### src/rtl/tcc_cfg.svh
// tcc_cfg.svh: offsets, field positions, reset values and timing counts
// for one channel of the multi-channel timer clock and clear select logic.
// assumes inclusion by bare name from files under rtl/.
`ifndef TCC_CFG_SVH
`define TCC_CFG_SVH

// register offsets on the plain register port
`define TCC_OFS_CONTROL 4'h0
`define TCC_OFS_LOCKSTEP 4'h1
`define TCC_OFS_COUNT_LO 4'h2
`define TCC_OFS_COUNT_HI 4'h3

// control register fields
`define TCC_CLR_HI 7
`define TCC_CLR_LO_MSB 6
`define TCC_CLR_LO_LSB 5
`define TCC_EDGE_MSB 4
`define TCC_EDGE_LSB 3
`define TCC_PSC_MSB 2
`define TCC_PSC_LSB 0
`define TCC_CTRL_RESET 8'h00
`define TCC_CTRL_MASK_NARROW 8'h7F

// lockstep register fields
`define TCC_LS_SYNC 0
`define TCC_LS_RUN 1
`define TCC_LS_MASK 8'h03
`define TCC_LS_RESET 8'h00

// clock edge codes
`define TCC_EDGE_RISE 2'h0
`define TCC_EDGE_FALL 2'h1

// prescaler taps: the bit of the free divider that toggles at each rate
`define TCC_TAP_DIV4 1
`define TCC_TAP_DIV16 3
`define TCC_TAP_DIV64 5
`define TCC_TAP_DIV256 7
`define TCC_DIV_WIDTH 8

`endif

### src/rtl/tcc_pkg.sv
// tcc_pkg: types shared by the timer clock and clear select logic.
// assumes the constants of tcc_cfg.svh for field positions.
package tcc_pkg;

  // source of the counter clock after decoding the prescale field
  typedef enum logic [2:0] {
    TCC_SRC_DIV1 = 3'h0,
    TCC_SRC_DIV = 3'h1,
    TCC_SRC_EXT = 3'h2,
    TCC_SRC_CASCADE = 3'h3
  } tcc_src_t;

  // source of the counter clearing event
  typedef enum logic [2:0] {
    TCC_CLR_NONE = 3'h0,
    TCC_CLR_A = 3'h1,
    TCC_CLR_B = 3'h2,
    TCC_CLR_C = 3'h3,
    TCC_CLR_D = 3'h4,
    TCC_CLR_SYNC = 3'h5
  } tcc_clr_t;

endpackage
### src/rtl/tcc_channel.sv
// tcc_channel: clock select, edge select and clear select of one timer
// channel, with its counter and control registers on a plain port.
// assumes match/capture pulses and buffer-mode levels come from the
// general register logic on clk_in; external clock pins are asynchronous.
//
// Contract
// RULE1: edge code 00 counts rising, 01 falling, upper bit 1 both edges.
// RULE2: prescale field bits 2..0 pick the clock, each channel on its own.
// RULE3: channels 0,3 with bit7 low: none, A, B, or synchronous clear.
// RULE4: channels 0,3 with bit7 high: none, C, D, or synchronous clear.
// RULE5: no clearing on C or D while that register is a buffer.
// RULE6: synchronous clearing only when the channel's sync bit is set.
// RULE7: channels 1,2,4,5 bit 7 reads zero and ignores writes.
// RULE8: channels 1,2,4,5 bits 6,5: none, A, B, or synchronous clear.
// RULE9: channel 0 codes 100..111 count external pins A, B, C, D.
// RULE10: edge select only for divide-by-4 or slower, not /1 or cascade.
// RULE11: software writes the control register only while stopped.
// RULE12: counter zero the cycle after a clear event, else counts edges.
`timescale 1ns/1ps
`default_nettype none
`include "tcc_cfg.svh"

module tcc_channel #(
  parameter int CHANNEL = 0,
  parameter int COUNT_WIDTH = 16
) (
  input wire logic clk_in,
  input wire logic rst_b_in,
  input wire logic [3:0] addr_in,
  input wire logic [7:0] wdata_in,
  input wire logic write_in,
  input wire logic read_in,
  output logic [7:0] rdata_out,
  input wire logic ext_clock_pin_a_in,
  input wire logic ext_clock_pin_b_in,
  input wire logic ext_clock_pin_c_in,
  input wire logic ext_clock_pin_d_in,
  input wire logic cascade_tick_in,
  input wire logic match_a_in,
  input wire logic match_b_in,
  input wire logic match_c_in,
  input wire logic match_d_in,
  input wire logic buffer_c_in,
  input wire logic buffer_d_in,
  input wire logic sync_clear_in,
  output logic sync_clear_out,
  output logic overflow_out,
  output logic [COUNT_WIDTH-1:0] channel_counter_out
);

  localparam bit WIDE = (CHANNEL == 0) || (CHANNEL == 3);

  logic [7:0] timer_channel_control;
  logic [7:0] lockstep_control;
  logic [COUNT_WIDTH-1:0] channel_counter;
  logic [`TCC_DIV_WIDTH-1:0] divider;
  logic [3:0] pin_meta;
  logic [3:0] pin_sync;
  logic [3:0] pin_last;
  logic div_last;
  tcc_pkg::tcc_src_t next_src;
  tcc_pkg::tcc_clr_t next_clr;
  logic next_level;
  logic next_prev;
  logic next_tick;
  logic next_clear;
  logic own_event;

  // edge qualifier shared by divided and external clock levels
  function automatic logic edge_hit(input logic [1:0] sel, input logic now,
                                    input logic was);
    logic rise;
    logic fall;
    rise = now & ~was;
    fall = ~now & was;
    if (sel[1]) begin
      edge_hit = rise | fall; // RULE1
    end else if (sel == `TCC_EDGE_FALL) begin
      edge_hit = fall; // RULE1
    end else begin
      edge_hit = rise; // RULE1
    end
  endfunction

  // register writes; software keeps them to stopped periods
  always_ff @(posedge clk_in or negedge rst_b_in) begin
    if (!rst_b_in) begin
      timer_channel_control <= `TCC_CTRL_RESET;
    end else if (write_in && addr_in == `TCC_OFS_CONTROL) begin
      if (WIDE) begin
        timer_channel_control <= wdata_in;
      end else begin
        timer_channel_control <= wdata_in & `TCC_CTRL_MASK_NARROW; // RULE7
      end
    end
  end

  // lockstep register: sync enable and counter run
  always_ff @(posedge clk_in or negedge rst_b_in) begin
    if (!rst_b_in) begin
      lockstep_control <= `TCC_LS_RESET;
    end else if (write_in && addr_in == `TCC_OFS_LOCKSTEP) begin
      lockstep_control <= wdata_in & `TCC_LS_MASK;
    end
  end

  // read data, valid only in the cycle after the read strobe
  always_ff @(posedge clk_in or negedge rst_b_in) begin
    if (!rst_b_in) begin
      rdata_out <= 8'h00;
    end else if (read_in) begin
      case (addr_in)
        `TCC_OFS_CONTROL: rdata_out <= timer_channel_control;
        `TCC_OFS_LOCKSTEP: rdata_out <= lockstep_control;
        `TCC_OFS_COUNT_LO: rdata_out <= channel_counter[7:0];
        `TCC_OFS_COUNT_HI: rdata_out <= channel_counter[15:8];
        default: rdata_out <= 8'h00;
      endcase
    end else begin
      rdata_out <= 8'h00;
    end
  end

  // free-running divider feeding the internal prescaled rates
  always_ff @(posedge clk_in or negedge rst_b_in) begin
    if (!rst_b_in) begin
      divider <= '0;
    end else begin
      divider <= divider + `TCC_DIV_WIDTH'(1);
    end
  end

  // two-stage synchronisers for the external clock pins
  always_ff @(posedge clk_in or negedge rst_b_in) begin
    if (!rst_b_in) begin
      pin_meta <= 4'h0;
      pin_sync <= 4'h0;
      pin_last <= 4'h0;
    end else begin
      pin_meta <= {ext_clock_pin_d_in, ext_clock_pin_c_in,
                   ext_clock_pin_b_in, ext_clock_pin_a_in};
      pin_sync <= pin_meta;
      pin_last <= pin_sync;
    end
  end

  // decode the prescale field into a source and a level to watch
  always_comb begin
    next_src = tcc_pkg::TCC_SRC_DIV1;
    next_level = 1'b0;
    next_prev = 1'b0;
    case (timer_channel_control[`TCC_PSC_MSB:`TCC_PSC_LSB]) // RULE2
      3'h0: next_src = tcc_pkg::TCC_SRC_DIV1;
      3'h1: begin
        next_src = tcc_pkg::TCC_SRC_DIV;
        next_level = divider[`TCC_TAP_DIV4];
      end
      3'h2: begin
        next_src = tcc_pkg::TCC_SRC_DIV;
        next_level = divider[`TCC_TAP_DIV16];
      end
      3'h3: begin
        next_src = tcc_pkg::TCC_SRC_DIV;
        next_level = divider[`TCC_TAP_DIV64];
      end
      3'h4: begin
        next_src = tcc_pkg::TCC_SRC_EXT; // RULE9
        next_level = pin_sync[0];
        next_prev = pin_last[0];
      end
      3'h5: begin
        next_src = tcc_pkg::TCC_SRC_EXT; // RULE9
        next_level = pin_sync[1];
        next_prev = pin_last[1];
      end
      3'h6: begin
        if (CHANNEL == 0) begin
          next_src = tcc_pkg::TCC_SRC_EXT; // RULE9
          next_level = pin_sync[2];
          next_prev = pin_last[2];
        end else begin
          next_src = tcc_pkg::TCC_SRC_DIV;
          next_level = divider[`TCC_TAP_DIV256];
        end
      end
      3'h7: begin
        if (CHANNEL == 0) begin
          next_src = tcc_pkg::TCC_SRC_EXT; // RULE9
          next_level = pin_sync[3];
          next_prev = pin_last[3];
        end else begin
          next_src = tcc_pkg::TCC_SRC_CASCADE;
        end
      end
      default: next_src = tcc_pkg::TCC_SRC_DIV1;
    endcase
  end

  // remember the divided level so its edges can be found
  always_ff @(posedge clk_in or negedge rst_b_in) begin
    if (!rst_b_in) begin
      div_last <= 1'b0;
    end else begin
      div_last <= next_level;
    end
  end

  // qualified count tick from the selected source
  always_comb begin
    case (next_src)
      tcc_pkg::TCC_SRC_DIV1: next_tick = 1'b1; // RULE10
      tcc_pkg::TCC_SRC_CASCADE: next_tick = cascade_tick_in; // RULE10
      tcc_pkg::TCC_SRC_DIV: next_tick = edge_hit(
        timer_channel_control[`TCC_EDGE_MSB:`TCC_EDGE_LSB],
        next_level, div_last); // RULE10
      tcc_pkg::TCC_SRC_EXT: next_tick = edge_hit(
        timer_channel_control[`TCC_EDGE_MSB:`TCC_EDGE_LSB],
        next_level, next_prev);
      default: next_tick = 1'b0;
    endcase
  end

  // decode the clear select field per channel width
  always_comb begin
    next_clr = tcc_pkg::TCC_CLR_NONE;
    case (timer_channel_control[`TCC_CLR_LO_MSB:`TCC_CLR_LO_LSB])
      2'h1: begin
        if (WIDE && timer_channel_control[`TCC_CLR_HI]) begin
          next_clr = tcc_pkg::TCC_CLR_C; // RULE4
        end else begin
          next_clr = tcc_pkg::TCC_CLR_A; // RULE3 RULE8
        end
      end
      2'h2: begin
        if (WIDE && timer_channel_control[`TCC_CLR_HI]) begin
          next_clr = tcc_pkg::TCC_CLR_D; // RULE4
        end else begin
          next_clr = tcc_pkg::TCC_CLR_B; // RULE3 RULE8
        end
      end
      2'h3: next_clr = tcc_pkg::TCC_CLR_SYNC; // RULE3 RULE4 RULE8
      default: next_clr = tcc_pkg::TCC_CLR_NONE;
    endcase
  end

  // clearing event from the selected source
  always_comb begin
    own_event = 1'b0;
    next_clear = 1'b0;
    case (next_clr)
      tcc_pkg::TCC_CLR_A: own_event = match_a_in;
      tcc_pkg::TCC_CLR_B: own_event = match_b_in;
      tcc_pkg::TCC_CLR_C: own_event = match_c_in & ~buffer_c_in; // RULE5
      tcc_pkg::TCC_CLR_D: own_event = match_d_in & ~buffer_d_in; // RULE5
      tcc_pkg::TCC_CLR_SYNC: next_clear =
        sync_clear_in & lockstep_control[`TCC_LS_SYNC]; // RULE6
      default: own_event = 1'b0;
    endcase
    next_clear = next_clear | own_event;
  end

  // counter: clear wins over counting, counting only while running
  always_ff @(posedge clk_in or negedge rst_b_in) begin
    if (!rst_b_in) begin
      channel_counter <= '0;
      overflow_out <= 1'b0;
    end else begin
      overflow_out <= 1'b0;
      if (next_clear) begin
        channel_counter <= '0; // RULE12
      end else if (lockstep_control[`TCC_LS_RUN] && next_tick) begin
        channel_counter <= channel_counter + COUNT_WIDTH'(1); // RULE12
        overflow_out <= &channel_counter;
      end
    end
  end

  // tell synchronised channels that this one cleared on its own event
  always_ff @(posedge clk_in or negedge rst_b_in) begin
    if (!rst_b_in) begin
      sync_clear_out <= 1'b0;
    end else begin
      sync_clear_out <= own_event & lockstep_control[`TCC_LS_SYNC]; // RULE6
    end
  end

  // counter value for the general register logic
  always_ff @(posedge clk_in or negedge rst_b_in) begin
    if (!rst_b_in) begin
      channel_counter_out <= '0;
    end else begin
      channel_counter_out <= channel_counter;
    end
  end

endmodule
`default_nettype wire

### config.mk
export PLATFORM = sky130hd
export DESIGN_NAME = tcc_channel
export DESIGN_NICKNAME = d
export VERILOG_FILES = /design/src/rtl/tcc_pkg.sv /design/src/rtl/tcc_channel.sv
export VERILOG_INCLUDE_DIRS = /design/src /design/src/rtl
export SDC_FILE = /design/constraint.sdc
export NUM_CORES = 1
export LEC_CHECK = 0
export ABC_AREA = 1
export BUFFER_PORTS_ARGS = -buffer_cell sky130_fd_sc_hd__buf_4
export CORE_ASPECT_RATIO = 0.9
export CORE_MARGIN = 4
export CORE_UTILIZATION = 55
export CTS_CLUSTER_SIZE = 12
export DETAILED_ROUTE_END_ITERATION = 16
export PLACE_DENSITY = 0.89
export SYNTH_ARGS = -nofsm -noshare
export SYNTH_HDL_FRONTEND = slang
export SYNTH_SLANG_ARGS = --single-unit
### constraint.sdc
create_clock -name clk_in -period 2.7 [get_ports clk_in]
set_input_delay 0.675 -clock clk_in [delete_from_list [all_inputs] [get_ports clk_in]]
set_output_delay 0.675 -clock clk_in [all_outputs]
set_load 0.05 [all_outputs]
==> reports/results.txt, run 1 <==
Run status -> completed
Post-synth cell types -> 28
Mux contribution to synthesized area -> 0%
Routed vias -> 2898
Internal -> 1.86 mW
Endpoints failing setup -> 0
CTS max path bufs -> 2
Met2 wire len -> 3.55 mm
Final WS setup -> 273 ps
Vias in the first global route -> 2750
Compound-Gate Fraction of Synth Area -> 6.69%
Die Wd -> 90.5 um
CTS tree -> built
Initial Utilization -> 58.1%
Drt wl/cell -> 14.9 um
Placer congestion estimate -> 0.922
DP Worst Slack -> 124 ps
H-Tree Depth -> 3
Area grow syn2layout -> 19.1%
CP endpoint kind -> flop
DRC Markers -> 0
Worst skew pair latency -> 360 ps
Post-Synth Adder-Cell Area -> 5.57%
First-pass GRT wire length -> 13.0 mm
Placed cell count -> 505
Synth Warn # -> 0
M1 WL -> 3.15 mm
CTS sink cnt -> 71
Worst setup path class -> reg2reg
Post-synth top flop -> dfrtp_1
Seq/Total Area, Yosys -> 52.8%
Sw Pwr -> 1.09 mW
Leading cell types in the layout, fill and taps excluded -> 74 x nand2_1, 69 x dfrtp_1, 65 x inv_1
Xor-xnor portion of the synthesized cell area -> 1.30%
Most common cell after layout, fill and taps aside -> nand2_1
Initial antenna violation count -> 0
Mapped Area -> 3370 um^2
Switching share of power -> 36.9%
I/O pin total -> 54
Antenna viol nets, final -> 0
Setup_tns -> 0 ps
Clock root cell -> clkbuf_8
Lkg Pwr -> 2.16 nW
Final HPWL DP -> 5.59 mm
GR Util All Layers -> 22.8%
CTS Buf Count -> 9
Wire length on met3 -> 704 um
Final hold violations -> 0
Ant diodes -> 0
Power per Cell Area -> 736 nW/um^2
Main combinational cell family by area after synthesis -> simple AND/OR/NAND/NOR gates
Final Max Slew Viols -> 0
GR Overflow Total -> 0
Post-CTS setup buffers -> 0
Core Region -> 5790 um^2
Worst path required time -> 2990 ps
Worst slew pin tran -> 851 ps
Flop pwr share -> 44.4%
Final #Nets -> 489
Fin crit share -> 89.9%
Die Y-Extent -> 82.2 um
Largest net degree at the start of global routing -> 72
Max layer used -> met4
Post-Syn Instances -> 390
Mean Syn Cell Area -> 8.63 um^2
Post-synth EDFFs -> 0
Num rows -> 26
Worst clock skew -> 10.3 ps
Post-detailed-route via-to-cell ratio -> 5.56
Final wirelength -> 7.77 mm
Max Fclk -> 412 MHz
Post-CTS sizing -> 0
Max_cap viols -> 0
Seq cells post-synth -> 71
Setup crit start kind -> flop
RSZ-0062 raised after global routing -> false
Die area -> 7440 um^2
1st-pass router iterations -> 5
Gate power share -> 25.8%
HP Class -> reg2reg
Hold buffer count at cts -> 0
Layout Cells excl Fill -> 521
Post-Synth Simple-Gate Area -> 24.6%
DR iter-0 viols -> 241
Worst path arrival time -> 2720 ps
Crit path max fanout -> 13
Post-route minimum period -> 2430 ps
Async set or reset register ratio after synthesis -> 100%
Worst-path clk slew -> 80 ps
Port-buffer cells -> 53
Mapped Nets -> 433
Slew HR -> 43.3%
Layout cells sized above 1 -> 19.1%
Total power -> 2.95 mW
Max VDD drop -> 0.000534 V
Clk pwr share -> 29.8%
[through the flow]
stage	hold slack [ps]	cell area (um^2)	utilization, %
after detailed placement	344	3800	65.6
after global placement	332	3800	65.6
final	357	4010	69.3
after CTS	363	4000	69.1
after global routing	370	4010	69.3
after floorplan	331	3370	-
[path summary, 6_finish.rpt]
check	from	to	slack (ps)	cells after the start
max in group asynchronous	rst_b_in	timer_channel_control[1]$_DFFE_PN0P_	1690	1
worst min register to register	pin_meta[2]$_DFF_PN0_	pin_sync[2]$_DFF_PN0_	360	0
worst max register to register	timer_channel_control[2]$_DFFE_PN0P_	channel_counter[15]$_DFFE_PN0P_	270	15
worst max-delay path	timer_channel_control[2]$_DFFE_PN0P_	channel_counter[15]$_DFFE_PN0P_	270	15
worst min-delay path	pin_meta[2]$_DFF_PN0_	pin_sync[2]$_DFF_PN0_	360	0
min in group asynchronous	rst_b_in	channel_counter[2]$_DFFE_PN0P_	430	1
[cell usage after synthesis, types with 4 or more instances]
| cell type | instances | area share, % |
|---|---|---|
| nand3_1 | 30 | 4.5 |
| a21oi_1 | 12 | 1.8 |
| o21ai_0 | 9 | 1.3 |
| nor2_1 | 50 | 5.6 |
| nor2_2 | 4 | 0.74 |
| nand2_1 | 75 | 8.4 |
| ha_1 | 15 | 5.6 |
| dfrtp_1 | 71 | 53 |
| nand2_2 | 4 | 0.74 |
| o22ai_1 | 7 | 1.3 |
| inv_1 | 65 | 7.2 |
| xor2_1 | 5 | 1.3 |
| nand4_1 | 17 | 3.2 |
[metal layers]
metal | up-vias | track usage, %
li1 | 1352 | -
met1 | 1350 | 27.8
met2 | 155 | 36.3
met3 | 41 | 6.43
met4 | 0 | 14.5
met5 | - | 0
[critical path: stages, from the launching register on]
cell	delay [ps]
dfrtp_1	530
nand4_1	160
nand4_1	90
or2_2	340
inv_1	100
ha_1	160
inv_1	40
nand2_1	50
nand3_1	100
nand2_1	70
nand2_1	110
nand2_4	170
nand2_2	150
nor2_1	150
nor2_1	50
nor2_1	100
[area by class of cell]
type	count	area, um^2
timing repair buffer	53	398
tap	70	87.6
clock buffer	9	124
multi-input combinational	245	1290
clock inverter	7	81.3
sequential	71	1780
inverter	66	248
fill	450	1780
[logic make-up (layout without fill, tap and decap cells)]
kind of cell	count (synthesis)	after routing
and+or+nand+nor	188	188
buffers and inverters	74	135
DFF	71	71
AOI/OAI and AO/OA	37	37
adders and majority gates	15	15
xor gates and xnor gates	5	5
[state kept, by name, indices dropped and copies added (netlist names)]
| register | flops |
|---|---|
| channel_counter | 16 |
| channel_counter_out | 16 |
| rdata_out | 8 |
| timer_channel_control | 8 |
| divider | 6 |
| pin_last | 4 |
| pin_meta | 4 |
| pin_sync | 4 |
| lockstep_control | 2 |
| div_last | 1 |
| overflow_out | 1 |
| sync_clear_out | 1 |
[power groups by stage]
stage          registers, mW  logic [mW]  clock network [mW]
5_1_grt                 1.33       0.840               0.939
4_1_cts                 1.31       0.746               0.891
3_5_place_dp            1.33       0.742                   0
3_3_place_gp            1.32       0.711                   0
6_report                1.31       0.761               0.878
2_1_floorplan           1.43       0.417                   0
Note: power is estimated with default switching activity, not from simulation.
==> run 2: changes to the inputs <==
- BUFFER_PORTS_ARGS: -buffer_cell sky130_fd_sc_hd__buf_4 -> not set
- CELL_PAD_IN_SITES_DETAIL_PLACEMENT: not set -> 0
- CELL_PAD_IN_SITES_GLOBAL_PLACEMENT: not set -> 2
- CORE_UTILIZATION: 55 -> 38
- DONT_BUFFER_PORTS: not set -> 1
- PLACE_DENSITY: 0.89 -> 0.9
==> reports/results.txt, run 2 (synthesized netlist as in run 1, its figures left out) <==
Run status -> completed
Largest net degree at the start of global routing -> 45
CTS Buf Count -> 9
CTS tree -> built
GR Util All Layers -> 16.2%
Total power -> 2.86 mW
Routed vias -> 2484
Max VDD drop -> 0.000362 V
Met3 usage -> 5.05%
Core Region -> 8610 um^2
Max Fclk -> 412 MHz
Fillers -> 853
Setup crit start kind -> flop
Internal -> 1.81 mW
Clock root cell -> clkbuf_8
Worst path arrival time -> 2700 ps
Final HPWL DP -> 5.69 mm
Switching share of power -> 36.9%
I/O pin total -> 54
Endpoints failing setup -> 0
Drt wl/cell -> 15.2 um
Worst hold slack -> 128 ps
Cell Chain, Critical Path -> inv_1 -> nand4_1 -> nand4_1 -> or2_2 -> ha_1 -> inv_1 -> nand2_1 -> nand2_1 -> a21oi_2 -> nand2_2 -> nand2_2 -> nand2_1 -> a21oi_1
Layout Cells excl Fill -> 520
Initial Utilization -> 39.1%
Initial antenna violation count -> 0
DRC Markers -> 0
GR Overflow Total -> 0
Max incr delay on CP -> 450 ps
First-pass GRT wire length -> 13.1 mm
Die Y-Extent -> 97.3 um
Placer congestion estimate -> 0.861
Final #Nets -> 439
Util after Layout -> 43.3%
Lkg Pwr -> 1.92 nW
Setup_tns -> 0 ps
Worst slew pin tran -> 532 ps
Final instance area -> 3730 um^2
Worst path required time -> 2970 ps
Final wirelength -> 7.93 mm
Antenna viol nets, final -> 0
CTS sink cnt -> 71
CP endpoint kind -> flop
Post-route minimum period -> 2430 ps
CTS max path bufs -> 2
Slew HR -> 64.5%
Crit path max fanout -> 13
Die area -> 10400 um^2
Clk pwr share -> 31.2%
Final WS setup -> 273 ps
Worst-path clk slew -> 80 ps
Met2 Usage GRT -> 24.8%
Max_cap viols -> 0
Die Wd -> 107 um
Num rows -> 32
Placement Cell Area -> 3470 um^2
Power per Cell Area -> 768 nW/um^2
Met1 Track Usage GR -> 22.5%
Area grow syn2layout -> 10.7%
Worst clock skew -> 11.1 ps
Vias in the first global route -> 2503
Critical Path Most Common Cell -> nand2_1
DR iter-0 viols -> 99
Final Max Slew Viols -> 0
Top flop regs -> channel_counter (16), channel_counter_out (16)
Post-detailed-route via-to-cell ratio -> 4.78
Most common cell after layout, fill and taps aside -> nand2_1
Worst setup path class -> reg2reg
H-Tree Depth -> 3
Crit path max-delay cell type -> dfrtp_2
HP Class -> in2async
Ant diodes -> 0
Port-buffer cells -> 0
Leading cell types in the layout, fill and taps excluded -> 74 x nand2_1, 69 x dfrtp_1, 65 x inv_1
GRT busiest layer -> met2
Layout cells sized above 1 -> 8.98%
Post-CTS setup buffers -> 0
Sw Pwr -> 1.06 mW
Final hold violations -> 0
Fin crit share -> 89.9%
Gate power share -> 17.5%
1st-pass router iterations -> 4
DP Worst Slack -> 166 ps
Worst skew pair latency -> 350 ps
Placed cell count -> 502
RSZ-0062 raised after global routing -> false
Flop pwr share -> 51.2%
## run 2: critical path: cells and delay by family, from the launching register on
family / cells / cell delay, ps
AND/OR/NAND/NOR: 8 / 1120
flip-flops: 1 / 450
AO/OA/AOI/OAI: 2 / 330
adder cells (fa/ha/maj): 1 / 300
buffers and inverters: 2 / 150
## run 2: area by class of cell
type                            count  area [um^2]  share of cell area (%)
Inverter                           66          248                    6.65
Sequential cell                    71         1780                    47.8
Timing Repair Buffer                3         55.1                    1.48
Tap cell                          119          149                    4.00
Multi-Input combinational cell    245         1290                    34.6
Clock inverter                      6         68.8                    1.85
Clock buffer                       10          138                    3.69
## run 2: path summary, 6_finish.rpt
path	from	end	slack, ps	cells after the start
worst max-delay path	timer_channel_control[1]$_DFFE_PN0P_	channel_counter[0]$_DFFE_PN0P_	270	13
worst min-delay path	rst_b_in	channel_counter_out[8]$_DFF_PN0_	130	1
worst max register to register	timer_channel_control[1]$_DFFE_PN0P_	channel_counter[0]$_DFFE_PN0P_	270	13
worst min register to register	pin_meta[1]$_DFF_PN0_	pin_sync[1]$_DFF_PN0_	350	0
max in group asynchronous	rst_b_in	timer_channel_control[1]$_DFFE_PN0P_	2320	1
min in group clk_in	ext_clock_pin_c_in	pin_meta[2]$_DFF_PN0_	340	0
## run 2: timing repair
| action | CTS | global route |
|---|---|---|
| endpoints found under the hold margin | 28 | 43 |
| endpoints found under the setup margin | 0 | 7 |
| hold buffers | 1 | 1 |
| gates resized for setup | 0 | 3 |
## run 2: layer usage
layer / vias up / wire length [um]
li1: 1252 / -
met1: 1176 / 3850
met2: 50 / 3560
met3: 6 / 443
met4: 0 / 76
met5: - / 0
## run 2: power groups by stage
stage	registers [mW]	logic [mW]	clock network, mW
floorplan	1.43	0.417	0
global placement	1.49	0.460	0
detailed placement	1.49	0.466	0
CTS	1.47	0.488	0.918
global route	1.49	0.576	0.970
finish	1.47	0.502	0.894
==> run 3: changes to the inputs <==
- clock period: 2.7 -> 2.5 ns (I/O delays scaled with it)
==> reports/results.txt, run 3 (synthesized netlist as in run 1, its figures left out) <==
CP endpoint kind -> flop
GR Util All Layers -> 16.2%
I/O pin total -> 54
H-Tree Depth -> 3
Final HPWL DP -> 5.79 mm
Final Max Slew Viols -> 0
First-pass GRT wire length -> 13.0 mm
GR Overflow Total -> 0
Fin crit share -> 90.9%
Worst slew pin tran -> 565 ps
Endpoints failing setup -> 0
Final hold violations -> 0
1st-pass router iterations -> 5
Power per Cell Area -> 842 nW/um^2
Most common cell after layout, fill and taps aside -> nand2_1
Leading cell types in the layout, fill and taps excluded -> 74 x nand2_1, 69 x dfrtp_1, 64 x inv_1
Total power -> 3.15 mW
CTS sink cnt -> 71
Drt wl/cell -> 15.5 um
Max Fclk -> 440 MHz
Final wirelength -> 8.09 mm
Layout cells sized above 1 -> 10.1%
Setup crit start kind -> flop
Worst-path clk slew -> 90 ps
Routed vias -> 2593
Final #Nets -> 442
Clock root cell -> clkbuf_8
Setup_tns -> 0 ps
Ant diodes -> 0
Initial antenna violation count -> 0
Run status -> completed
CTS max path bufs -> 2
Lkg Pwr -> 1.92 nW
HP Class -> in2async
Die Y-Extent -> 97.3 um
Top flop regs -> channel_counter (16), channel_counter_out (16)
Post-route minimum period -> 2270 ps
Crit path max fanout -> 12
Worst hold slack -> 135 ps
Max_cap viols -> 0
Post-detailed-route via-to-cell ratio -> 4.96
CTS tree -> built
Num rows -> 32
Placer congestion estimate -> 0.853
Max VDD drop -> 0.000298 V
Antenna viol nets, final -> 0
Worst path arrival time -> 2520 ps
Die area -> 10400 um^2
Worst skew pair latency -> 360 ps
Area grow syn2layout -> 11.3%
Port-buffer cells -> 0
Worst path required time -> 2740 ps
Largest net degree at the start of global routing -> 72
Slew HR -> 62.4%
DR iter-0 viols -> 154
Worst clock skew -> 12.1 ps
Worst setup path class -> reg2reg
DRC Markers -> 0
Initial Utilization -> 39.1%
CTS Buf Count -> 9
RSZ-0062 raised after global routing -> false
Die Wd -> 107 um
Core Region -> 8610 um^2
Vias in the first global route -> 2482
-- run 3: cell count changes in the layout (fill, tap and decap cells not counted), moves of 2 or more --
cell | previous run | this run
clkinvlp_4 | 1 | 3
clkinv_4 | 2 | 0
inv_6 | 1 | 3
buf_4 | 1 | 3
-- run 3: power breakdown --
part | internal [mW] | switching [mW] | leakage [nW]
clock | 0.471 | 0.491 | 0.0929
combinational | 0.222 | 0.384 | 0.916
sequential | 1.28 | 0.309 | 0.910
-- run 3: area by class of cell --
| cell class | count | area, um^2 |
|---|---|---|
| Clock buffer | 9 | 124 |
| Sequential cell | 71 | 1780 |
| Multi-Input combinational cell | 245 | 1290 |
| Inverter | 66 | 248 |
| Clock inverter | 7 | 78.8 |
| Timing Repair Buffer | 6 | 75.1 |
| Tap cell | 119 | 149 |
| Fill cell | 869 | 4860 |
-- run 3: critical path: stages (launching register included) --
cell	delay, ps
dfrtp_2	470
nor2_2	170
nand3_1	90
nand4_1	100
or2_4	140
inv_1	60
ha_1	280
inv_1	40
nand2_1	50
nand2_1	60
a21oi_2	170
nand2_2	110
buf_12	160
nand3b_1	80
nand2_1	60
nand2_1	70
nor2_1	50
-- run 3: metal layers --
metal  track usage, %  routed length (um)
met2             24.6                3660
met1             22.1                3690
met5                0                   0
met3             4.45                 623
met4             6.29                 123
-- run 3: path summary, 6_finish.rpt --
kind                                                      startpoint                              endpoint  slack (ps)  depth (start not counted)
worst max-delay path            timer_channel_control[0]$_DFFE_PN0P_       channel_counter[11]$_DFFE_PN0P_         230                         16
worst min-delay path                                        rst_b_in        channel_counter[7]$_DFFE_PN0P_         130                          1
worst max register to register  timer_channel_control[0]$_DFFE_PN0P_       channel_counter[11]$_DFFE_PN0P_         230                         16
worst min register to register                 pin_meta[2]$_DFF_PN0_                 pin_sync[2]$_DFF_PN0_         350                          0
max in group asynchronous                                   rst_b_in  timer_channel_control[1]$_DFFE_PN0P_        2060                          1
min in group clk_in                               ext_clock_pin_c_in                 pin_meta[2]$_DFF_PN0_         290                          0
-- run 3: stage by stage --
stage          cells  cell area [um^2]  util [%]  setup slack [ps]
2_1_floorplan    390              3370         -               342
3_3_place_gp     503              3490      40.5               171
3_5_place_dp     503              3490      40.5              98.9
4_1_cts          520              3720      43.2              59.6
5_1_grt          523              3750      43.5              22.5
6_report         523              3750      43.5               228
-- run 3: repair_timing --
item | 4_1_cts | 5_1_grt
endpoints found under the setup margin | 0 | 17
resized for setup | 0 | 7
setup buffers | 0 | 3
hold endpoints to repair | 71 | 0
hold buffers | 1 | 0
